**config.mk**
```make
export PLATFORM = sky130hd
export DESIGN_NAME = memref_arith_store_exec
export DESIGN_NICKNAME = d
export VERILOG_FILES = /design/src/inc/memref_pkg.sv /design/src/inc/ones_add_if.sv /design/src/memref_arith_store_exec.sv /design/src/ones_adder.sv
export VERILOG_INCLUDE_DIRS = /design/src /design/src/inc
export SDC_FILE = /design/constraint.sdc
export NUM_CORES = 1
export LEC_CHECK = 0
export CAP_MARGIN = 10
export CELL_PAD_IN_SITES_DETAIL_PLACEMENT = 0
export CELL_PAD_IN_SITES_GLOBAL_PLACEMENT = 1
export CORE_MARGIN = 2
export CORE_UTILIZATION = 53
export DETAILED_ROUTE_END_ITERATION = 10
export DONT_BUFFER_PORTS = 1
export MAX_ROUTING_LAYER = met4
export PLACE_DENSITY_LB_ADDON = 0.1
export SYNTH_ARGS = -nofsm -noshare
export SYNTH_HDL_FRONTEND = slang
export SYNTH_HIERARCHICAL = 1
export SYNTH_SLANG_ARGS = --single-unit
```
**constraint.sdc**
```tcl
create_clock -name CLK_I -period 12.7 [get_ports CLK_I]
set_input_delay 1.27 -clock CLK_I [delete_from_list [all_inputs] [get_ports CLK_I]]
set_output_delay 1.27 -clock CLK_I [all_outputs]
set_load 0.03 [all_outputs]
```
**src/inc/memref_defs.svh**
```systemverilog
// constants for the memory-reference arithmetic and store sequencer
// assumes 12-bit storage words and an 18-bit accumulator
`ifndef MEMREF_DEFS_SVH
`define MEMREF_DEFS_SVH

// instruction word fields
`define FN_HI       11
`define FN_LO       6
`define SHORT_HI    5
`define SHORT_LO    0
`define SHORT_ZERO  6'h00

// function codes of the group
`define FN_SUB      6'h2A
`define FN_LDIFF    6'h2B
`define FN_STORE    6'h2C
`define FN_RADD     6'h2D
`define FN_RADD1    6'h2E
`define FN_RSUB1    6'h2F

// operand extension and accumulator presets
`define EXT_ONES    6'h3F
`define EXT_ZEROS   6'h00
`define ACC_PLUS1   18'h00001
`define ACC_MINUS1  18'h3FFFE
`define ACC_RESET   18'h00000
`define WORD_ZERO   12'h000
`define WORD_STEP   12'h001
`define REFS_ZERO   3'h0
`define REFS_STEP   3'h1

`endif

```
**src/inc/memref_pkg.sv**
```systemverilog
// types shared by the sequencer, its checker and the bench
// assumes the constants header is included where numbers are needed
`default_nettype none
package memref_pkg;

    typedef enum logic [2:0] {
        OP_SUB,
        OP_LDIFF,
        OP_STORE,
        OP_RADD,
        OP_RADD1,
        OP_RSUB1,
        OP_NONE
    } op_type;

    typedef enum {
        ST_IDLE,
        ST_RD_SECOND,
        ST_RD_INDEX,
        ST_OPERAND,
        ST_WRITE_BACK,
        ST_FETCH
    } state_type;

endpackage
`default_nettype wire

```
**src/inc/ones_add_if.sv**
```systemverilog
// operand and sum wires between the sequencer and the one's complement adder
// assumes both ends sit on the same clock; the adder is purely combinational
`timescale 1ns/1ps
`default_nettype none
interface ones_add_if;
    logic [17:0] a18;
    logic [17:0] b18;
    logic [17:0] s18;
    logic [11:0] a12;
    logic [11:0] b12;
    logic [11:0] s12;

    modport user (output a18, output b18, output a12, output b12,
                  input s18, input s12);
    modport calc (input a18, input b18, input a12, input b12,
                  output s18, output s12);
endinterface
`default_nettype wire

```
**src/memref_arith_store_exec.sv**
```systemverilog
// sequencer and datapath for the subtract, logical difference, store and
// replace group of memory-reference instructions
// assumes a storage port on the same clock that answers each request with
// a one-cycle acknowledge; the first instruction word is handed in at start
// limitation: indexed replace-subtract-one is flagged unsupported, not run
//
// What this block does
// - indexed address is second word plus index word
// - zero short field selects direct addressing
// - subtract adds ones-extended complement of operand
// - indexed subtract makes four ordered references
// - logical difference xors low twelve bits only
// - direct difference and store use three references
// - store writes low twelve accumulator bits
// - indexed store makes four ordered references
// - replace-add adds zero-extended operand, writes back
// - direct replace-add uses four references
// - indexed replace-add: five references, hold updated
// - replace-add-one presets accumulator to plus one
// - replace-subtract-one presets accumulator to minus one
// - direct replace-one forms use four references
// - indexed replace-add-one: five references, fifth fetches
`timescale 1ns/1ps
`default_nettype none
`include "memref_defs.svh"
module memref_arith_store_exec (
    input  wire logic               CLK_I,
    input  wire logic               RST_I,
    input  wire logic               START_I,
    input  wire logic [11:0]        INSTR_I,
    input  wire logic [11:0]        PADDR_I,
    input  wire logic               ACC_WR_I,
    input  wire logic [17:0]        ACC_DATA_I,
    input  wire logic [11:0]        MEM_RDATA_I,
    input  wire logic               MEM_ACK_I,
    output var  logic               MEM_REQ_O,
    output var  logic               MEM_WE_O,
    output var  logic [11:0]        MEM_ADDR_O,
    output var  logic [11:0]        MEM_WDATA_O,
    output var  logic [17:0]        ACC_O,
    output var  logic               BUSY_O,
    output var  logic               DONE_O,
    output var  logic               UNSUPPORTED_O,
    output var  logic [11:0]        NEXT_INSTR_O,
    output var  memref_pkg::op_type LAST_OP_O,
    output var  logic [2:0]         REF_COUNT_O
);
    import memref_pkg::*;

    state_type   state;
    op_type      op;
    op_type      start_op;
    logic        indexed;
    logic        start_indexed;
    logic        start_ok;
    logic [5:0]  short_field;
    logic [5:0]  start_short;
    logic [11:0] hold_q;
    logic [11:0] buffer_x;
    logic [11:0] next_paddr;
    logic [2:0]  refs;
    logic        ack;
    logic        is_replace;
    logic        operand_read;

    ones_add_if add_bus ();

    ones_adder u_adder (
        .port (add_bus.calc)
    );

    // the function code picks the operation; short field picks addressing
    always_comb begin
        // pure decode; nothing is held unless the start is taken
        start_short = INSTR_I[`SHORT_HI:`SHORT_LO];
        start_indexed = (start_short != `SHORT_ZERO);
        case (INSTR_I[`FN_HI:`FN_LO])
            `FN_SUB:   start_op = OP_SUB;
            `FN_LDIFF: start_op = OP_LDIFF;
            `FN_STORE: start_op = OP_STORE;
            `FN_RADD:  start_op = OP_RADD;
            `FN_RADD1: start_op = OP_RADD1;
            `FN_RSUB1: start_op = OP_RSUB1;
            default:   start_op = OP_NONE;
        endcase
        // indexed replace-subtract-one is handled elsewhere in the processor
        start_ok = (start_op != OP_NONE) && !(start_op == OP_RSUB1 && start_indexed);
    end

    // an ack while no request stands is ignored
    assign ack          = MEM_REQ_O && MEM_ACK_I;
    assign is_replace   = (op == OP_RADD) || (op == OP_RADD1) || (op == OP_RSUB1);
    assign operand_read = (state == ST_OPERAND) && (op != OP_STORE);

    // accumulator path: subtract uses the ones-extended complement,
    // every other add uses the zero-extended operand
    always_comb begin
        add_bus.a18 = ACC_O;
        if (op == OP_SUB) begin
            add_bus.b18 = {`EXT_ONES, ~MEM_RDATA_I};
        end else begin
            add_bus.b18 = {`EXT_ZEROS, MEM_RDATA_I};
        end
    end

    // address path: hold register plus the index word just read
    assign add_bus.a12 = hold_q;
    assign add_bus.b12 = MEM_RDATA_I;

    // sequencing of storage references
    always_ff @(posedge CLK_I or posedge RST_I) begin
        if (RST_I) begin
            state       <= ST_IDLE;
            op          <= OP_NONE;
            indexed     <= 1'b0;
            short_field <= `SHORT_ZERO;
            next_paddr  <= `WORD_ZERO;
            refs        <= `REFS_ZERO;
            MEM_REQ_O   <= 1'b0;
            MEM_WE_O    <= 1'b0;
            MEM_ADDR_O  <= `WORD_ZERO;
            MEM_WDATA_O <= `WORD_ZERO;
        end else begin
            // counts acknowledged references of the running instruction
            if (ack) begin
                refs <= refs + `REFS_STEP;
            end
            case (state)
                ST_IDLE: begin
                    // a start that is not in the group runs no reference
                    if (START_I && start_ok) begin
                        state       <= ST_RD_SECOND;
                        op          <= start_op;
                        indexed     <= start_indexed;
                        short_field <= start_short;
                        next_paddr  <= PADDR_I + `WORD_STEP;
                        refs        <= `REFS_ZERO;
                        MEM_REQ_O   <= 1'b1;
                        MEM_WE_O    <= 1'b0;
                        MEM_ADDR_O  <= PADDR_I;
                    end
                end
                ST_RD_SECOND: begin
                    if (ack) begin
                        if (indexed) begin
                            state      <= ST_RD_INDEX;
                            MEM_ADDR_O <= {`SHORT_ZERO, short_field};
                            MEM_WE_O   <= 1'b0;
                        end else begin
                            state       <= ST_OPERAND;
                            MEM_ADDR_O  <= MEM_RDATA_I;
                            MEM_WE_O    <= (op == OP_STORE);
                            MEM_WDATA_O <= ACC_O[11:0];
                        end
                    end
                end
                ST_RD_INDEX: begin
                    if (ack) begin
                        state       <= ST_OPERAND;
                        MEM_ADDR_O  <= add_bus.s12;
                        MEM_WE_O    <= (op == OP_STORE);
                        MEM_WDATA_O <= ACC_O[11:0];
                    end
                end
                ST_OPERAND: begin
                    if (ack) begin
                        if (is_replace) begin
                            // write-back goes to the hold register address,
                            // which the indexed forms refresh in this cycle
                            state       <= ST_WRITE_BACK;
                            MEM_WE_O    <= 1'b1;
                            MEM_WDATA_O <= add_bus.s18[11:0];
                            if (indexed) begin
                                MEM_ADDR_O <= MEM_ADDR_O;
                            end else begin
                                MEM_ADDR_O <= hold_q;
                            end
                        end else begin
                            // subtract, difference and store go on to the fetch
                            state      <= ST_FETCH;
                            MEM_WE_O   <= 1'b0;
                            MEM_ADDR_O <= next_paddr;
                        end
                    end
                end
                ST_WRITE_BACK: begin
                    if (ack) begin
                        state      <= ST_FETCH;
                        MEM_WE_O   <= 1'b0;
                        MEM_ADDR_O <= next_paddr;
                    end
                end
                ST_FETCH: begin
                    // request drops only after the fetch ack, never in between
                    if (ack) begin
                        state     <= ST_IDLE;
                        MEM_REQ_O <= 1'b0;
                        MEM_WE_O  <= 1'b0;
                    end
                end
                default: begin
                    state     <= ST_IDLE;
                    MEM_REQ_O <= 1'b0;
                    MEM_WE_O  <= 1'b0;
                end
            endcase
        end
    end

    // operand buffer and address-hold registers
    always_ff @(posedge CLK_I or posedge RST_I) begin
        if (RST_I) begin
            buffer_x <= `WORD_ZERO;
            hold_q   <= `WORD_ZERO;
        end else if (ack) begin
            case (state)
                ST_RD_SECOND: begin
                    buffer_x <= MEM_RDATA_I;
                    hold_q   <= MEM_RDATA_I;
                end
                ST_RD_INDEX: begin
                    buffer_x <= MEM_RDATA_I;
                end
                ST_OPERAND: begin
                    // a store reference leaves the buffer alone
                    if (!MEM_WE_O) begin
                        buffer_x <= MEM_RDATA_I;
                    end
                    // for the indexed replace forms only, hold picks up the indexed sum as the operand is read
                    if (indexed && is_replace) begin
                        hold_q <= MEM_ADDR_O;
                    end
                end
                default: begin
                    buffer_x <= buffer_x;
                end
            endcase
        end
    end

    // accumulator
    always_ff @(posedge CLK_I or posedge RST_I) begin
        if (RST_I) begin
            ACC_O <= `ACC_RESET;
        end else if (state == ST_IDLE) begin
            if (START_I && start_ok && start_op == OP_RADD1) begin
                ACC_O <= `ACC_PLUS1;
            end else if (START_I && start_ok && start_op == OP_RSUB1) begin
                ACC_O <= `ACC_MINUS1;
            end else if (ACC_WR_I) begin
                // loads from the rest of the processor only between instructions
                ACC_O <= ACC_DATA_I;
            end
        end else if (ack && operand_read) begin
            case (op)
                OP_LDIFF: begin
                    ACC_O <= {ACC_O[17:12], ACC_O[11:0] ^ MEM_RDATA_I};
                end
                // minus zero is kept as it comes; no normalising
                OP_SUB, OP_RADD, OP_RADD1, OP_RSUB1: begin
                    ACC_O <= add_bus.s18;
                end
                default: begin
                    ACC_O <= ACC_O;
                end
            endcase
        end
    end

    // status toward the rest of the processor
    always_ff @(posedge CLK_I or posedge RST_I) begin
        if (RST_I) begin
            BUSY_O        <= 1'b0;
            DONE_O        <= 1'b0;
            UNSUPPORTED_O <= 1'b0;
            NEXT_INSTR_O  <= `WORD_ZERO;
            LAST_OP_O     <= OP_NONE;
            REF_COUNT_O   <= `REFS_ZERO;
        end else begin
            DONE_O        <= 1'b0;
            UNSUPPORTED_O <= 1'b0;
            if (state == ST_IDLE && START_I) begin
                BUSY_O        <= start_ok;
                UNSUPPORTED_O <= !start_ok;
            end
            // done, next word, operation and count change on one edge
            if (state == ST_FETCH && ack) begin
                BUSY_O       <= 1'b0;
                DONE_O       <= 1'b1;
                NEXT_INSTR_O <= MEM_RDATA_I;
                LAST_OP_O    <= op;
                // three, four or five references depending on the form
                REF_COUNT_O  <= refs + `REFS_STEP;
            end
        end
    end

endmodule // memref_arith_store_exec
`default_nettype wire

```
**src/ones_adder.sv**
```systemverilog
// one's complement adders: 18-bit accumulator path and 12-bit address path
// assumes operands are stable within the cycle; no state inside
`timescale 1ns/1ps
`default_nettype none
module ones_adder (
    ones_add_if.calc port
);
    logic [18:0] raw18;
    logic [12:0] raw12;

    // end-around carry: the top carry re-enters at bit zero
    assign raw18    = {1'b0, port.a18} + {1'b0, port.b18};
    assign port.s18 = raw18[17:0] + {17'h00000, raw18[18]};

    assign raw12    = {1'b0, port.a12} + {1'b0, port.b12};
    assign port.s12 = raw12[11:0] + {11'h000, raw12[12]};
endmodule // ones_adder
`default_nettype wire

```
==> flow_metrics.env, run 1 <==
export IMPL_holdWs_ns=0.484
export IMPL_path_class="flip-flop to flip-flop"
export IMPL_worst_ep_arrival_time_ns=5.36
export IMPL_num_io_pins=124
export IMPL_finalSetupViolations=0
export IMPL_areaGrowthSynthToFinish_pct=4.26
export IMPL_synth_nets=988
export IMPL_slew_headroom_pct=25.2
export IMPL_core_area_mm2=0.0146
export IMPL_h_tree_depth=3
export IMPL_yosysWarnings=6
export IMPL_min_period_ns=5.09
export IMPL_crit_slowest_cell="nor4_1"
export IMPL_worst_pin_slew_ns=1.12
export IMPL_die_area_mm2=0.0160
export IMPL_outcome="complete, no violations"
export IMPL_rsz0062_at_grt="no"
export IMPL_die_h_um=127
export IMPL_finalNetCount=961
export IMPL_routedWlPerCell_um=22.2
export IMPL_setup_ws_ns=7.61
export IMPL_synth_compound_area_share_pct=19.7
export IMPL_syn_inst=890
export IMPL_wl_met2_um=11300
export IMPL_cp_end_kind="flip-flop"
export IMPL_grt_pass1_wl_um=37100
export IMPL_synth_flop_cell="dfrtp_1"
export IMPL_synth_edf_count=0
export IMPL_synth_top_family_by_area="simple AND/OR/NAND/NOR gates"
export IMPL_first_pass_iters=6
export IMPL_place_congestion=0.931
export IMPL_hold_buffers=0
export IMPL_yosys_area_share_adder_pct=6.32
export IMPL_powerDensity_mw_per_mm2=81.2
export IMPL_cts_sinks=105
export IMPL_cts_tree="built"
export IMPL_max_stage_delay_ns=0.59
export IMPL_synth_seq_cells=105
export IMPL_startpoint="op[0]"
export IMPL_hold_class="flip-flop to flip-flop"
export IMPL_clock_path_buffers=2
export IMPL_antenna_cells=0
export IMPL_initial_utilization_pct=54.5
export IMPL_antenna_found_initial=0
export IMPL_synthMuxAreaShare_pct=7.49
export IMPL_clk_latency_ns=0.36
export IMPL_fin_tns_setup_ns=0
export IMPL_place_hpwl_um=17400
export IMPL_cts_buffers=9
export IMPL_clk_pin_slew_worst_paths_ns=0.07
export IMPL_maxSlewViolCount=0
export IMPL_yosys_top_cells_area="dfrtp_1 32%, ha_1 5.8%, nand2_1 5.0%"
export IMPL_synth_top_area_share_pct=31.8
export IMPL_netlist_area_mm2=0.00796
export IMPL_postCtsSetupBuffers=0
export IMPL_cts_resized_gates=0
export IMPL_top_layer_used="met4"
export IMPL_max_freq_mhz=197
export IMPL_core_rowCount=44
export IMPL_layout_drive_gt1_share_pct=12.1
export IMPL_met3_length_um=1320
export IMPL_finalWirelength_um=23300
export IMPL_cp_required_ns=12.97
export IMPL_register_area_mm2=0.00263
export IMPL_ys_types=77
export IMPL_drcViolationCount=0
export IMPL_met1_length_um=10100
export IMPL_cellLeakagePower_nw=3.56
export IMPL_cts_root_buffer_cell="clkbuf_16"
export IMPL_multiInputGateArea_mm2=0.00503
export IMPL_die_w_um=127
export IMPL_globalRouteOverflowTotal=0
export IMPL_hold_viol=0
export IMPL_grt_pass1_vias=6591
export IMPL_drv_cap=0
export IMPL_drt_vias_per_instance=6.46
export IMPL_portBuffers=0
export IMPL_grtUsageTotal_pct=30.3
export IMPL_antenna_left=0
export IMPL_synthXorXnorAreaFrac_pct=9.01
export IMPL_yosys_area_share_simple_pct=20.5
export IMPL_grt_max_degree=77
export IMPL_post_place_ws_ns=7.43
export IMPL_fill_cells=1339
export IMPL_drt_iter0_drc=508
export IMPL_cp_max_fo=18
export IMPL_worstReg2RegStart="op[0]"
export IMPL_route_vias_total=6792
export IMPL_clock_skew_ns=0.0102
export IMPL_synth_async_reset_ratio_pct=100
export IMPL_seq_area_frac_synth_pct=33.1
export IMPL_cp_start_kind="flip-flop"
export IMPL_synth_avg_cell_area_um2=8.94
export IMPL_hp_start="next_paddr[10]"
export IMPL_fin_crit_sh_pct=40.0
export IMPL_peakVddDrop_mv=0.0736
export IMPL_crit_chain="nor3_2 -> buf_4 -> xor2_1 -> ha_1 -> fa_1 -> a21o_1 -> a221o_1 -> a221oi_2 -> a21oi_2 -> a21oi_1 -> nor2b_1 -> o21ai_0 -> a21oi_1 -> ha_1 -> and3_1 -> nand2_1 -> nor4_1 -> nand2_1 -> xnor2_1 -> o211ai_1 -> a221oi_2"
export IMPL_synth_largest_area_cell="dfrtp_1"
## cells in the mapped netlist, types with 6 or more instances
cell      number
nand2_1      105
a21oi_1       41
inv_1         14
a221oi_2      12
mux2i_1       13
o211ai_1      11
mux2_2        28
dfrtp_1      101
or3_1         10
nor2b_1        6
and3_1         8
xnor2_1       44
o21a_1         9
clkbuf_1      16
o21ai_0       57
nand3_1       30
nand4_1       16
buf_2         22
nor3_1        40
a41oi_1        6
nand2b_1      15
nor2_1        61
xor2_1        36
a31oi_1       30
a21o_1         9
o21ai_1        6
ha_1          37
o32a_1         6
mux2_4        10
## metal layers
layer | vias up | GRT usage (%)
li1 | 3207 | -
met1 | 3313 | 38.9
met2 | 235 | 49.0
met3 | 37 | 5.02
met4 | 0 | 10.2
met5 | - | -
## registers in the layout, indices dropped and copies added, names as in the netlist
name           flops
UNSUPPORTED_O      1
MEM_REQ_O          1
NEXT_INSTR_O      12
state              3
BUSY_O             1
next_paddr        12
MEM_WDATA_O       12
add_bus.a12       12
refs               3
indexed            1
MEM_ADDR_O        12
op                 3
MEM_WE_O           1
ACC_O             18
short_field        6
DONE_O             1
REF_COUNT_O        3
LAST_OP_O          3
## final timing paths
kind / end / slack, ns / cells after the start
min in group asynchronous: NEXT_INSTR_O[4] / 0.77 / 1
hold / removal: next_paddr[10] / 0.48 / 2
hold reg to reg: next_paddr[10] / 0.48 / 2
setup reg to reg: ACC_O[11] / 7.61 / 21
max in group asynchronous: indexed / 10.58 / 2
setup / recovery: ACC_O[11] / 7.61 / 21
## worst max-delay path: cells and delay by family, from the launching register on
kind / cells / cell delay (ns)
AOI/OAI and AO/OA: 9 / 1.64
and+or+nand+nor: 6 / 1.39
adders and majority gates: 3 / 0.70
DFF: 1 / 0.49
xor gates and xnor gates: 2 / 0.43
buffers and inverters: 1 / 0.32
## cells by family (layout without fill, tap and decap cells)
group           count (synthesis)  in the layout
simple gates                  328            328
compound gates                225            225
flops                         105            105
xor+xnor                       81             81
buf+inv                        61             39
mux                            51             51
fa+ha+maj                      39             39
## area by class of cell
class	instances	area share, %
clock buffer	11	2.93
clock inverter	5	0.498
inverter	14	0.664
multi-input combinational	724	60.6
sequential	105	31.7
tap	184	2.78
timing repair buffer	9	0.814
## metrics by stage
step,cell area [µm²],util (%),std cells,power [mW]
2_1_floorplan,7960,-,890,0.390
3_3_place_gp,8010,54.9,1036,0.401
3_5_place_dp,8010,54.9,1036,0.402
4_1_cts,8300,56.9,1052,0.677
5_1_grt,8300,56.9,1052,0.694
6_report,8300,56.9,1052,0.674
## layout by cell type, fill, tap and decap left out, types with 13 or more instances in the layout
cell and n:
a31oi_1 30, xor2_1 36, nand3_1 30, o21ai_0 57
xnor2_1 44, inv_1 13, dfrtp_1 101, nand2_1 105
nand4_1 16, nor2_1 61, a21oi_1 41, ha_1 37
mux2i_1 13, nand2b_1 15, mux2_2 28, nor3_1 38
## report_power, final
group	leakage (nW)	switching, mW	internal, mW
Combinational	1.99	0.0354	0.0231
Clock	0.132	0.138	0.140
Sequential	1.44	0.00239	0.335
Total	3.56	0.176	0.498
No activity file was read; power rests on OpenSTA's default activity.
==> run 2, diff against run 1 <==
Settings changed: CORE_UTILIZATION 53 to 49.
Clock period 12.7 ns to 4.7 ns, I/O delays scaled along.
==> flow_metrics.env, run 2 (same netlist as run 1, synthesis figures left out) <==
export IMPL_most_common_layout_cells="104 x nand2_1, 101 x dfrtp_1, 61 x nor2_1, 56 x o21ai_0, 44 x xnor2_1"
export IMPL_cts_tree="built"
export IMPL_drt_iter0_drc=602
export IMPL_setup_ws_ns=0.298
export IMPL_post_place_ws_ns=-0.453
export IMPL_maxSlewViolCount=0
export IMPL_layout_drive_gt1_share_pct=15.9
export IMPL_routedWlPerCell_um=21.9
export IMPL_largest_reg_flops=18
export IMPL_power_frac_comb_pct=9.1
export IMPL_finalNetCount=992
export IMPL_cp_start_kind="flip-flop"
export IMPL_power_internal_mw=1.39
export IMPL_clock_skew_ns=0.00832
export IMPL_cp_end_kind="flip-flop"
export IMPL_fin_crit_sh_pct=93.7
export IMPL_fill_cells=1493
export IMPL_postPlaceCellArea_mm2=0.00824
export IMPL_first_pass_iters=7
export IMPL_multiInputGateArea_mm2=0.00506
export IMPL_p_sw_share_pct=25.7
export IMPL_initial_utilization_pct=50.1
export IMPL_cp_required_ns=4.97
export IMPL_antenna_found_initial=0
export IMPL_grt_pass1_vias=6758
export IMPL_core_area_mm2=0.0159
export IMPL_p_sw_uw=481
export IMPL_min_period_ns=4.40
export IMPL_grtUsageTotal_pct=29.1
export IMPL_antenna_left=0
export IMPL_startpoint="op[1]"
export IMPL_worst_ep_arrival_time_ns=4.67
export IMPL_clk_pin_slew_worst_paths_ns=0.08
export IMPL_place_congestion=0.950
export IMPL_final_common_cell="nand2_1"
export IMPL_antenna_cells=0
export IMPL_hold_viol=0
export IMPL_place_hpwl_um=18600
export IMPL_largest_register="ACC_O"
export IMPL_finalWirelength_um=24500
export IMPL_grt_pass1_wl_um=38600
export IMPL_path_class="flip-flop to flip-flop"
export IMPL_cts_sinks=105
export IMPL_h_tree_depth=3
export IMPL_die_h_um=131
export IMPL_route_vias_total=7068
export IMPL_core_rowCount=46
export IMPL_areaGrowthSynthToFinish_pct=8.70
export IMPL_cp_max_fo=3
export IMPL_grt_max_degree=70
export IMPL_die_w_um=131
export IMPL_drt_vias_per_instance=6.34
export IMPL_max_freq_mhz=227
export IMPL_cellLeakagePower_nw=3.76
export IMPL_drcViolationCount=0
export IMPL_cts_root_buffer_cell="clkbuf_16"
export IMPL_globalRouteOverflowTotal=0
export IMPL_num_io_pins=124
export IMPL_drv_cap=0
export IMPL_seqPwrFrac_pct=48.5
export IMPL_worstReg2RegStart="op[1]"
export IMPL_outcome="complete, no violations"
export IMPL_die_area_mm2=0.0173
export IMPL_finalSetupViolations=0
export IMPL_hold_class="input port to asynchronous set/reset pin"
export IMPL_peakVddDrop_mv=0.160
export IMPL_hold_buffers=0
export IMPL_powerDensity_mw_per_mm2=217
export IMPL_clk_latency_ns=0.36
export IMPL_stdcell_area_mm2=0.00865
export IMPL_clock_path_buffers=2
export IMPL_register_area_mm2=0.00263
export IMPL_p_clk_share_pct=42.4
export IMPL_cts_buffers=9
export IMPL_worst_pin_slew_ns=1.01
export IMPL_portBuffers=0
export IMPL_slew_headroom_pct=32.3
==> run 2: power groups by stage <==
stage | clock, mW | sequential (mW) | combinational [mW]
after global routing | 0.850 | 0.910 | 0.188
after floorplan | 0 | 0.927 | 0.126
final | 0.795 | 0.910 | 0.170
after global placement | 0 | 0.927 | 0.163
after detailed placement | 0 | 0.927 | 0.165
after CTS | 0.809 | 0.910 | 0.167
==> run 2: layout make-up <==
type / instances / area share [%]
timing repair buffer: 40 / 3.76
clock buffer: 9 / 2.60
multi-input combinational: 724 / 58.5
inverter: 14 / 0.637
tap: 216 / 3.12
clock inverter: 7 / 0.897
sequential: 105 / 30.4
==> run 2: repair_timing <==
item	CTS	global route
setup buffers	2	4
setup endpoints to repair	25	10
gates resized for setup	1	7
endpoints found under the hold margin	0	0
pin swaps	1	4
==> run 2: path summary, 6_finish.rpt <==
kind | to | slack, ns | depth (start not counted)
setup / recovery | ACC_O[10] | 0.30 | 21
hold / removal | NEXT_INSTR_O[5] | 0.14 | 1
setup reg to reg | ACC_O[10] | 0.30 | 21
hold reg to reg | next_paddr[8] | 0.50 | 2
max in group asynchronous | DONE_O | 3.52 | 2
min in group CLK_I | next_paddr[0] | 0.21 | 1
==> run 2: metal layers <==
layer	vias to the layer above	GRT usage [%]	part of all wire, %
met5	-	-	0
met4	0	7.37	1.8
met3	33	5.44	7.2
met2	310	46.2	47
met1	3461	38.6	44
li1	3264	-	-
==> run 2: worst max-delay path, cell delays in order (launching register included) <==
cell and delay (ns):
dfstp_2 0.56, nor3_4 0.05, buf_12 0.13, xor2_1 0.13, ha_1 0.20, fa_1 0.41
a21o_1 0.21, a221o_1 0.35, a221oi_2 0.32, a21oi_2 0.12, a21oi_2 0.14, nor2b_1 0.05
o21ai_1 0.11, a21oi_1 0.08, ha_1 0.23, ha_1 0.19, and3_1 0.17, nand4_1 0.15
nor3_2 0.09, xor2_1 0.21, o211ai_1 0.13, a221oi_2 0.30
==> run 2: metrics by stage <==
stage	TNS [ns]	std cells	hold slack [ns]	power (mW)	utilization, %
after floorplan	0	890	0.451	1.05	-
after global placement	-4.74	1093	0.473	1.09	51.9
after detailed placement	-5.66	1093	0.484	1.09	51.9
after CTS	0	1111	0.183	1.88	54.1
after global routing	-0.0107	1115	0.217	1.95	54.4
final	0	1115	0.143	1.87	54.4
